==> config.mk <==
export PLATFORM = sky130hd
export DESIGN_NAME = slms_link_mode
export DESIGN_NICKNAME = d
export VERILOG_FILES = /design/src/rtl/slms_link_mode.v
export VERILOG_INCLUDE_DIRS = /design/src /design/src/rtl
export SDC_FILE = /design/constraint.sdc
export NUM_CORES = 1
export LEC_CHECK = 0
export BUFFER_PORTS_ARGS = -buffer_cell sky130_fd_sc_hd__buf_4
export CORE_MARGIN = 2
export CORE_UTILIZATION = 60
export CTS_CLUSTER_DIAMETER = 200
export DETAILED_ROUTE_END_ITERATION = 10
export PLACE_DENSITY = 0.8
export SLEW_MARGIN = 5
export SYNTH_ARGS = -nofsm -noshare
export SYNTH_HDL_FRONTEND = slang
export SYNTH_SLANG_ARGS = --single-unit
==> constraint.sdc <==
create_clock -name clock -period 4.3 [get_ports clock]
set_input_delay 0.215 -clock clock [delete_from_list [all_inputs] [get_ports clock]]
set_output_delay 0.215 -clock clock [all_outputs]
set_load 0.02 [all_outputs]
==> src/rtl/slms_defines.vh <==
// Constants for the serial link mode selector: register offsets, fields,
// reset values, bus addresses and clock thresholds.
// Assumes it is included by bare name from the rtl directory.
`ifndef SLMS_DEFINES_VH
`define SLMS_DEFINES_VH
// ============================================================
// Register offsets
`define SLMS_OFS_PORT_SELECT 8'h1E
`define SLMS_OFS_RX_CAPS 8'h20
`define SLMS_OFS_LINK_MODE 8'h5B
// ============================================================
// Reset values
`define SLMS_RST_PORT_SELECT 8'h01
`define SLMS_RST_RX_CAPS 8'h00
`define SLMS_RST_LINK_MODE 8'h20
// ============================================================
// Link mode control fields
`define SLMS_LM_MODE_MSB 2
`define SLMS_LM_MODE_LSB 0
`define SLMS_LM_PLL_RST_BIT 5
`define SLMS_MODE_FORCE_DUAL 3'h3
`define SLMS_MODE_FORCE_SINGLE 3'h4
// Receiver capability bit meaning dual capable.
`define SLMS_CAP_DUAL_BIT 7
// ============================================================
// Device address base, seven bit; the strap level adds twice its value.
`define SLMS_ADDR_BASE 7'h0C
// ============================================================
// Pixel clock thresholds in MHz.
`define SLMS_SINGLE_MAX_MHZ 8'h69
`define SLMS_LEGACY_MAX_MHZ 8'h55
`define SLMS_DUAL_MAX_MHZ 8'hD2
`define SLMS_DUAL_MIN_MHZ 8'h46
`endif

==> src/rtl/slms_link_mode.v <==
// Link mode selector with its two-wire configuration slave.
// Assumes scl and sda inputs are already synchronous to clock, and that
// the measured pixel clock and receiver detection come from other logic.
//
// Functional notes
// - Single link carries whole stream on one link, up to 105 MHz.
// - Older receivers supported in single link only below 85 MHz.
// - Forced single disables secondary transmitter and back channel.
// - Dual link sends alternating pixels on the two links.
// - Dual link with protection uses one shared protection session.
// - Dual link accepts up to 210 MHz, each port at half rate.
// - Auto dual when dual receiver present and clock at or above minimum.
// - Replicate mode uses second protection core per receiver.
// - Replicate sends same video to two independent receivers.
// - Auto detect classifies single, dual capable or two receivers.
// - Mode choice also uses the measured pixel clock.
// - Receiver only on secondary link gets video alone there.
// - Forced mode suspends automatic detection.
// - PLL reset on frequency change while bit 5 set; host clears it.
// - Bus answers one of eight addresses set by the strap.
// - Clock line input only; data line driven low or released.
// - Acknowledge on address match, stay released otherwise.
`include "slms_defines.vh"
`default_nettype none
module slms_link_mode (
    input wire clock,
    input wire rst_n,
    input wire scl_in,
    input wire sda_in,
    output wire sda_out,
    output wire sda_oe,
    input wire [2:0] address_strap_pin,
    input wire rx0_present,
    input wire rx1_present,
    input wire rx0_dual_capable,
    input wire [7:0] pclk_mhz,
    input wire freq_changed,
    input wire legacy_rx,
    input wire protect_en,
    output reg link0_en,
    output reg link1_en,
    output reg secondary_bc_en,
    output reg pixel_split,
    output reg replicate,
    output reg second_cipher_en,
    output reg shared_cipher,
    output reg half_rate,
    output reg pll_reset,
    output reg rate_ok
);
// ============================================================
// Reset release.
reg rst_s1;
reg rst_s2;
always @(posedge clock or negedge rst_n) begin
    if (!rst_n) begin
        rst_s1 <= 1'b0;
        rst_s2 <= 1'b0;
    end else begin
        rst_s1 <= 1'b1;
        rst_s2 <= rst_s1;
    end
end
wire rst_ok = rst_s2;

// ============================================================
// Two-wire slave.
localparam S_IDLE = 5'h01;
localparam S_ADDR = 5'h02;
localparam S_ACK = 5'h04;
localparam S_DATA = 5'h08;
localparam S_READ = 5'h10;
reg [4:0] state;
reg scl_d;
reg sda_d;
reg [3:0] bit_cnt;
reg [7:0] shifter;
reg rnw;
reg [1:0] byte_idx;
reg [7:0] reg_ptr;
reg ack_drive;
reg [7:0] port_select;
reg [7:0] rx_caps [0:1];
reg [7:0] link_mode;
reg [6:0] dev_addr;
wire scl_rise = scl_in & ~scl_d;
wire scl_fall = ~scl_in & scl_d;
wire start_c = scl_in & scl_d & sda_d & ~sda_in;
wire stop_c = scl_in & scl_d & ~sda_d & sda_in;
wire [6:0] strap_addr = `SLMS_ADDR_BASE + {3'h0, address_strap_pin, 1'b0};
wire port_sel = port_select[1];
reg [7:0] rd_data;
always @* begin
    case (reg_ptr)
        `SLMS_OFS_PORT_SELECT: rd_data = port_select;
        `SLMS_OFS_RX_CAPS: rd_data = rx_caps[port_sel];
        `SLMS_OFS_LINK_MODE: rd_data = link_mode;
        default: rd_data = 8'h00;
    endcase
end
// open drain
// The pin is only ever pulled low; a one is the pull-up's job.
assign sda_out = 1'b0;
assign sda_oe = ack_drive;

always @(posedge clock or negedge rst_ok) begin
    if (!rst_ok) begin
        state <= S_IDLE;
        scl_d <= 1'b1;
        sda_d <= 1'b1;
        bit_cnt <= 4'h0;
        shifter <= 8'h00;
        rnw <= 1'b0;
        byte_idx <= 2'h0;
        reg_ptr <= 8'h00;
        ack_drive <= 1'b0;
        port_select <= `SLMS_RST_PORT_SELECT;
        rx_caps[0] <= `SLMS_RST_RX_CAPS;
        rx_caps[1] <= `SLMS_RST_RX_CAPS;
        link_mode <= `SLMS_RST_LINK_MODE;
        dev_addr <= 7'h00;
    end else begin
        scl_d <= scl_in;
        sda_d <= sda_in;
        // strap address
        // Sampled every cycle; the strap is static after power-up.
        dev_addr <= strap_addr;
        if (stop_c) begin
            state <= S_IDLE;
            ack_drive <= 1'b0;
        end else if (start_c) begin
            state <= S_ADDR;
            bit_cnt <= 4'h0;
            byte_idx <= 2'h0;
            ack_drive <= 1'b0;
        end else begin
            case (state)
                S_IDLE: begin
                    ack_drive <= 1'b0;
                end
                S_ADDR, S_DATA: begin
                    if (scl_rise) begin
                        shifter <= {shifter[6:0], sda_in};
                        bit_cnt <= bit_cnt + 4'h1;
                    end else if (scl_fall && bit_cnt == 4'h8) begin
                        bit_cnt <= 4'h0;
                        if (state == S_ADDR) begin
                            if (shifter[7:1] == dev_addr) begin
                                rnw <= shifter[0];
                                ack_drive <= 1'b1;
                                state <= S_ACK;
                            end else begin
                                state <= S_IDLE;
                            end
                        end else begin
                            ack_drive <= 1'b1;
                            state <= S_ACK;
                            if (byte_idx == 2'h1) begin
                                reg_ptr <= shifter;
                            end else begin
                                reg_ptr <= reg_ptr + 8'h01;
                                case (reg_ptr)
                                    `SLMS_OFS_PORT_SELECT:
                                        port_select <= shifter;
                                    `SLMS_OFS_RX_CAPS:
                                        rx_caps[port_sel] <= shifter;
                                    `SLMS_OFS_LINK_MODE:
                                        link_mode <= shifter;
                                    default: ;
                                endcase
                            end
                        end
                        if (byte_idx != 2'h2) begin
                            byte_idx <= byte_idx + 2'h1;
                        end
                    end
                end
                S_ACK: begin
                    if (scl_fall) begin
                        ack_drive <= 1'b0;
                        if (rnw) begin
                            shifter <= rd_data;
                            ack_drive <= ~rd_data[7];
                            reg_ptr <= reg_ptr + 8'h01;
                            state <= S_READ;
                        end else begin
                            state <= S_DATA;
                        end
                    end
                end
                S_READ: begin
                    if (scl_fall) begin
                        bit_cnt <= bit_cnt + 4'h1;
                        if (bit_cnt == 4'h7) begin
                            ack_drive <= 1'b0;
                        end else if (bit_cnt == 4'h8) begin
                            // Master acknowledge sampled from the data line just before this fall.
                            bit_cnt <= 4'h0;
                            shifter <= rd_data;
                            ack_drive <= ~rd_data[7] & ~sda_d;
                            reg_ptr <= reg_ptr + 8'h01;
                            if (sda_d) begin
                                state <= S_IDLE;
                            end
                        end else begin
                            shifter <= {shifter[6:0], 1'b0};
                            ack_drive <= ~shifter[6];
                        end
                    end
                end
                default: state <= S_IDLE;
            endcase
        end
    end
end

// ============================================================
// Mode selection.
wire [2:0] mode_field = link_mode[`SLMS_LM_MODE_MSB:`SLMS_LM_MODE_LSB];
wire force_dual = (mode_field == `SLMS_MODE_FORCE_DUAL);
wire force_single = (mode_field == `SLMS_MODE_FORCE_SINGLE);
// Port 0 capability can be forced by software for the control channel.
wire dual_cap = rx0_dual_capable | rx_caps[0][`SLMS_CAP_DUAL_BIT];
wire fast_enough = (pclk_mhz >= `SLMS_DUAL_MIN_MHZ);
reg next_l0;
reg next_l1;
reg next_split;
reg next_rep;
always @* begin
    next_l0 = rx0_present;
    next_l1 = 1'b0;
    next_split = 1'b0;
    next_rep = 1'b0;
    if (force_dual) begin
        next_l0 = 1'b1;
        next_l1 = 1'b1;
        next_split = 1'b1;
    end else if (force_single) begin
        next_l0 = 1'b1;
    end else begin
        if (rx0_present && dual_cap && fast_enough) begin
            next_l1 = 1'b1;
            next_split = 1'b1;
        end else if (rx0_present && rx1_present) begin
            next_l1 = 1'b1;
            next_rep = 1'b1;
        end else if (!rx0_present && rx1_present) begin
            next_l1 = 1'b1;
        end
    end
end

always @(posedge clock or negedge rst_ok) begin
    if (!rst_ok) begin
        link0_en <= 1'b0;
        link1_en <= 1'b0;
        secondary_bc_en <= 1'b0;
        pixel_split <= 1'b0;
        replicate <= 1'b0;
        second_cipher_en <= 1'b0;
        shared_cipher <= 1'b0;
        half_rate <= 1'b0;
        pll_reset <= 1'b0;
        rate_ok <= 1'b0;
    end else begin
        link0_en <= next_l0;
        link1_en <= next_l1;
        secondary_bc_en <= next_l1;
        pixel_split <= next_split;
        replicate <= next_rep;
        second_cipher_en <= next_rep & protect_en;
        shared_cipher <= next_split & protect_en;
        half_rate <= next_split;
        pll_reset <= freq_changed & link_mode[`SLMS_LM_PLL_RST_BIT];
        if (next_split) begin
            rate_ok <= (pclk_mhz <= `SLMS_DUAL_MAX_MHZ);
        end else if (legacy_rx) begin
            rate_ok <= (pclk_mhz < `SLMS_LEGACY_MAX_MHZ);
        end else begin
            rate_ok <= (pclk_mhz <= `SLMS_SINGLE_MAX_MHZ);
        end
    end
end
endmodule
`default_nettype wire

======== Word-level counts from Yosys, hierarchy flattened ========
Index checks and enable logic that the tools add are counted.
storage, ports and cells
  memory bits (writable) .................. 0
  memories kept ........................... 0
  bits in registers ....................... 78
  output and inout bits ................... 12
  bits in read-only memories .............. 0
  bits in latches ......................... 0
  logic and storage cells ................. 195
cells by class
  equality and inequality tests ........... 36
  $add $sub $neg .......................... 4
  reduce and logical (&&, ||, !) cells .... 24
  muxes and demuxes ....................... 77
  bitwise logic cells ..................... 24
  divide/modulo/power cells ............... 0
  $lt $le $gt $ge ......................... 6
  shifts and indexed selects .............. 0
  $mul .................................... 0
operator list
  kind                 count
  $mux 8               19
  $pmux 8 s3           3
  $mux 5               11
  $reduce_and 8->1     5
  $ne 4x4->1 const B   8
  $mux 1               27
  $mux 4               6
  $ne 2x2->1 const B   10
  $pmux 5 s4           1
  $bwmux 16            1
  $and 1x1->1          11
  $not 1->1            11
  $reduce_and 11->1    1
  $mux 2               5
  $add 8x1->8 const B  1
  $demux 8 s1          1
  $eq 8x5->1 const B   1
  $eq 8x6->1 const B   1
  $eq 8x7->1 const B   1
  $ge 8x7->1 const B   1
  $le 8x7->1 const B   1
  $le 8x8->1 const B   1
  $lt 8x7->1 const B   1
  $pmux 4 s2           1
  33 further kinds     42

======== Logic depth before layout (Yosys ltp) ========
  depth in word-level cells ............... 13
  gate-level depth with buffers ........... 8
  depth with buffers taken out ............ 7

======== Worst setup path after synthesis ========
Ideal clock, no wire load.
  kind .................................... flip-flop to flip-flop
  from .................................... reg reg_ptr[0]
  to ...................................... reg rx_caps[10] (netlist name)
  required time ........................... 4175 ps
  stages on the path, launching flop included .. 8
  library setup time ...................... 125 ps
  setup slack ............................. 2007 ps
  arrival time ............................ 2169 ps
  path through ............................ dfrtp_1 -> inv_1 -> ha_1 -> or4b_1 -> clkbuf_1 -> or2_1 -> nor3b_4 -> mux2_2
on the way
  longest elaborated chain between the ends .. 2
RTL lines
  item                               RTL line              source
  from (decl)                        slms_link_mode.v:80   reg [7:0] reg_ptr;
  from (signal assigned)             slms_link_mode.v:159  reg_ptr <= shifter;
  from (signal assigned)             slms_link_mode.v:161  reg_ptr <= reg_ptr + 8'h01;
  from (signal assigned)             slms_link_mode.v:184  reg_ptr <= reg_ptr + 8'h01;
  $eq 8x6->1                         slms_link_mode.v:162  case (reg_ptr)
  $reduce_and 8->1 (no source line)  n/a
  to (signal, indexed assignment)    slms_link_mode.v:166  rx_caps[port_sel] <= shifter;
  to (decl)                          slms_link_mode.v:83   reg [7:0] rx_caps [0:1];
No other way between the ends.
A chain may end at the register's enable or synchronous reset.

======== Final worst setup path ========
  from .................................... reg state[3]
  to ...................................... reg rx_caps[9] (netlist name)
on the way
  longest elaborated chain between the ends .. 3
RTL lines
  item                                                 RTL line                                    source
  from (decl)                                          slms_link_mode.v:73                         reg [4:0] state;
  from (signal assigned)                               slms_link_mode.v:108                        state <= S_IDLE;
  from (signal assigned)                               slms_link_mode.v:129                        state <= S_IDLE;
  from (signal assigned)                               slms_link_mode.v:132                        state <= S_ADDR;
  $eq 5x2->1 / $eq 5x4->1 (equally long branches)      slms_link_mode.v:137, slms_link_mode.v:147
  $reduce_or 2->1 / $not 1->1 (equally long branches)  n/a
  $reduce_and 8->1 (no source line) (*)                n/a
Every way passes the cells marked *; elsewhere a longest branch is shown, timed or not.

==> impl_metrics.py <==
metrics = {
    "layout": {
        "nNetsFinal": 461,
        "nFillCells": 535,
        "fin_util": 0.699,
        "final_cells": 533,
        "area_growth_pct": 11.8,
        "seqCellArea_um2": 1940,
        "fin_area_um2": 4800,
        "n_antenna_cell": 0,
        "drive_above_1_share": 0.256,
        "multi_input_area_um2": 2190,
    },
    "synthesis": {
        "synth_top_area_frac": 0.420,
        "synth_area_leaders": "dfrtp_1, mux2_2, dfstp_2",
        "netlist-cell-type-count": 73,
        "ys_top_cells_by_count": "dfrtp_1, mux2_2, nand2_1",
        "syn-num-nets": 433,
        "async_flop_share": 1.00,
        "yosysSeqAreaShare": 0.450,
        "syn_inst": 404,
        "ys.warnings.count": 0,
        "synth.most_common_cell": "dfrtp_1",
        "avgSynthCellArea_um2": 10.6,
        "yosys.area.top_type": "dfrtp_1",
        "synth-main-ff-cell": "dfrtp_1",
        "synth_edf_count": 0,
        "ys_ff_latch": 77,
        "syn_area_um2": 4290,
    },
    "placed_design": {
        "placed_cell_area_um2": 4550,
        "place_inst": 513,
        "place.gp.congestion": 0.920,
        "io_buffers": 31,
        "dpl.hpwl_um": 6870,
    },
    "clock_network": {
        "numClockSinks": 77,
        "clk_pin_slew_ns": 0.08,
        "root_buffer": "clkbuf_8",
        "cts_setup_buffers": 0,
        "cts_tree": "done",
        "cts_buffers": 9,
        "htreeDepth": 3,
        "clk_latency_ns": 0.36,
        "cts_resized": 0,
        "clockBufferDepth": 2,
    },
    "worst_setup_path": {
        "arrival_ns": 2.89,
        "worstSetupPathType": "register to register",
        "r2r_end": "rx_caps[9]",
        "rr_worst_depth": 5,
        "path_max_fanout": 9,
        "crit_end": "rx_caps[9]",
        "worstPathRequired_ns": 4.55,
        "worstSetupEndpointType": "register",
        "start_kind": "register",
        "rrSetupSlack_ns": 1.66,
        "r2r-start": "state[3]",
        "startpoint": "state[3]",
    },
    "drt": {
        "drc_errors": 0,
        "vias": 3355,
        "drtIter0Drc": 292,
        "first_pass_iters": 5,
        "routedWlPerCell_um": 18.5,
        "vias_per_cell": 6.29,
        "drt-total-wl_um": 9890,
        "drtAntennaViolNets": 0,
    },
    "pwr": {
        "total_power_mw": 1.44,
        "pwr-share-seq": 0.531,
        "leakage_nw": 2.20,
        "p_comb_frac": 0.071,
        "p_sw_frac": 0.262,
        "p_clk_frac": 0.398,
        "peakVddDrop_v": 0.000285,
        "power_density_nw_per_um2": 300,
        "p_switching_mw": 0.378,
        "internal_power_mw": 1.06,
    },
    "global_routing": {
        "globalRouteTotalUtil": 0.274,
        "grt_pass1_wl_um": 16200,
        "grt_max_degree": 76,
        "globalRouteOverflowTotal": 0,
        "grt_pass1_vias": 3325,
        "antenna_found_initial": 0,
    },
    "sta": {
        "rsz0062_at_grt": "false",
        "hold_viol": 0,
        "min_period_ns": 2.64,
        "max_slew_margin": 0.358,
        "fin_crit_sh": 0.615,
        "finalSetupViolations": 0,
        "worst_pin_slew_ns": 0.964,
        "maxSlewViolCount": 0,
        "tns_ns": 0,
        "max_freq_mhz": 378,
        "fin_skew_ns": 0.0100,
    },
    "floorplanning": {
        "ios": 33,
        "rows": 30,
        "die_area_um2": 7850,
        "start_util": 0.625,
        "dieWidth_um": 88.6,
        "core-area_um2": 6870,
        "dieHeight_um": 88.6,
    },
    "min_path": {
        "holdPathStages": 1,
        "hp-class": "primary input to register",
    },
    "run": {
        "max_cap_violations": 0,
    },
    "outcome": {
        "status": "finished, final reports clean",
    },
}
[kinds of logic (layout without fill, tap and decap cells)]
family	Yosys count	count (layout)	synth area share
AO/OA/AOI/OAI	82	82	0.143
XOR/XNOR	10	10	0.0204
adder cells (fa/ha/maj)	8	8	0.0233
buffers and inverters	36	69	0.0396
flip-flops	77	77	0.450
multiplexers	57	57	0.146
other	2	2	0.00175
AND/OR/NAND/NOR	132	132	0.175
[how the worst min path moves through the flow]
| stage | from | to |
|---|---|---|
| after floorplan | rst_n | rst_ok |
| after global placement | rst_n | rst_s1 |
| after detailed placement | rst_n | rst_s1 |
| after CTS | scl_in | scl_d |
| after global routing | scl_in | scl_d |
| final | scl_in | scl_d |
[cells in the final DEF (no fill, tap or decap), types with 6 or more instances in the layout]
cell type,instances
a21oi_1,11
a2bb2oi_1,7
a31oi_1,6
and2_1,8
and3_1,7
buf_4,33
clkbuf_8,9
dfrtp_1,71
ha_1,8
inv_1,16
mux2_2,45
mux2i_1,12
nand2_1,25
nand3_1,12
nor2_1,22
nor3_1,17
o21ai_0,14
[sequential cells by signal, indices dropped and copies added, names as in the netlist, 2 cells and up]
signal,flops
port_select,8
reg_ptr,8
byte_idx,2
bit_cnt,4
shifter,8
link_mode,8
dev_addr,4
rx_caps,16
state,5
[power groups by stage]
stage / registers, mW / logic (mW) / clock network [mW]
floorplan: 0.775 / 0.0601 / 0
global placement: 0.779 / 0.0940 / 0
detailed placement: 0.780 / 0.0984 / 0
CTS: 0.766 / 0.102 / 0.581
global route: 0.770 / 0.112 / 0.611
finish: 0.765 / 0.103 / 0.574
[metrics by stage]
step / setup slack [ns] / hold WS [ns]
3_3_place_gp: 1.81 / -0.00229
5_1_grt: 1.44 / 0.0117
2_1_floorplan: 2.01 / -0.0806
4_1_cts: 1.69 / 0.00561
3_5_place_dp: 1.75 / -0.00140
6_report: 1.66 / 0.0188
[area by class of cell]
| type | instances | share of cell area |
|---|---|---|
| repair buffers | 37 | 0.0599 |
| clock inverters | 7 | 0.0172 |
| inverters | 16 | 0.0125 |
| flip-flops and latches | 77 | 0.403 |
| well taps | 96 | 0.0250 |
| multi-input cells | 291 | 0.456 |
| clock buffers | 9 | 0.0258 |
[metal layers]
metal  vias up  track usage  routed length, um  share of wire
li1       1554            -                  -              -
met1      1662        0.359               4200           0.42
met2       117        0.448               4920           0.50
met3        22       0.0541                531          0.054
met4         0        0.113                241          0.024
met5         -            0                  0              0
[worst max-delay path: stages (launching register included)]
cell	delay, ns
dfrtp_1	0.53
xor2_1	0.39
nand2_1	0.24
nor4_2	0.46
nor3b_4	0.51
mux2_2	0.39
[timing repair]
item / 4_1_cts / 5_1_grt
setup endpoints to repair: 0 / 0
hold endpoints to repair: 5 / 0
hold buffers: 4 / 0
(Power assumes the default switching activity.)
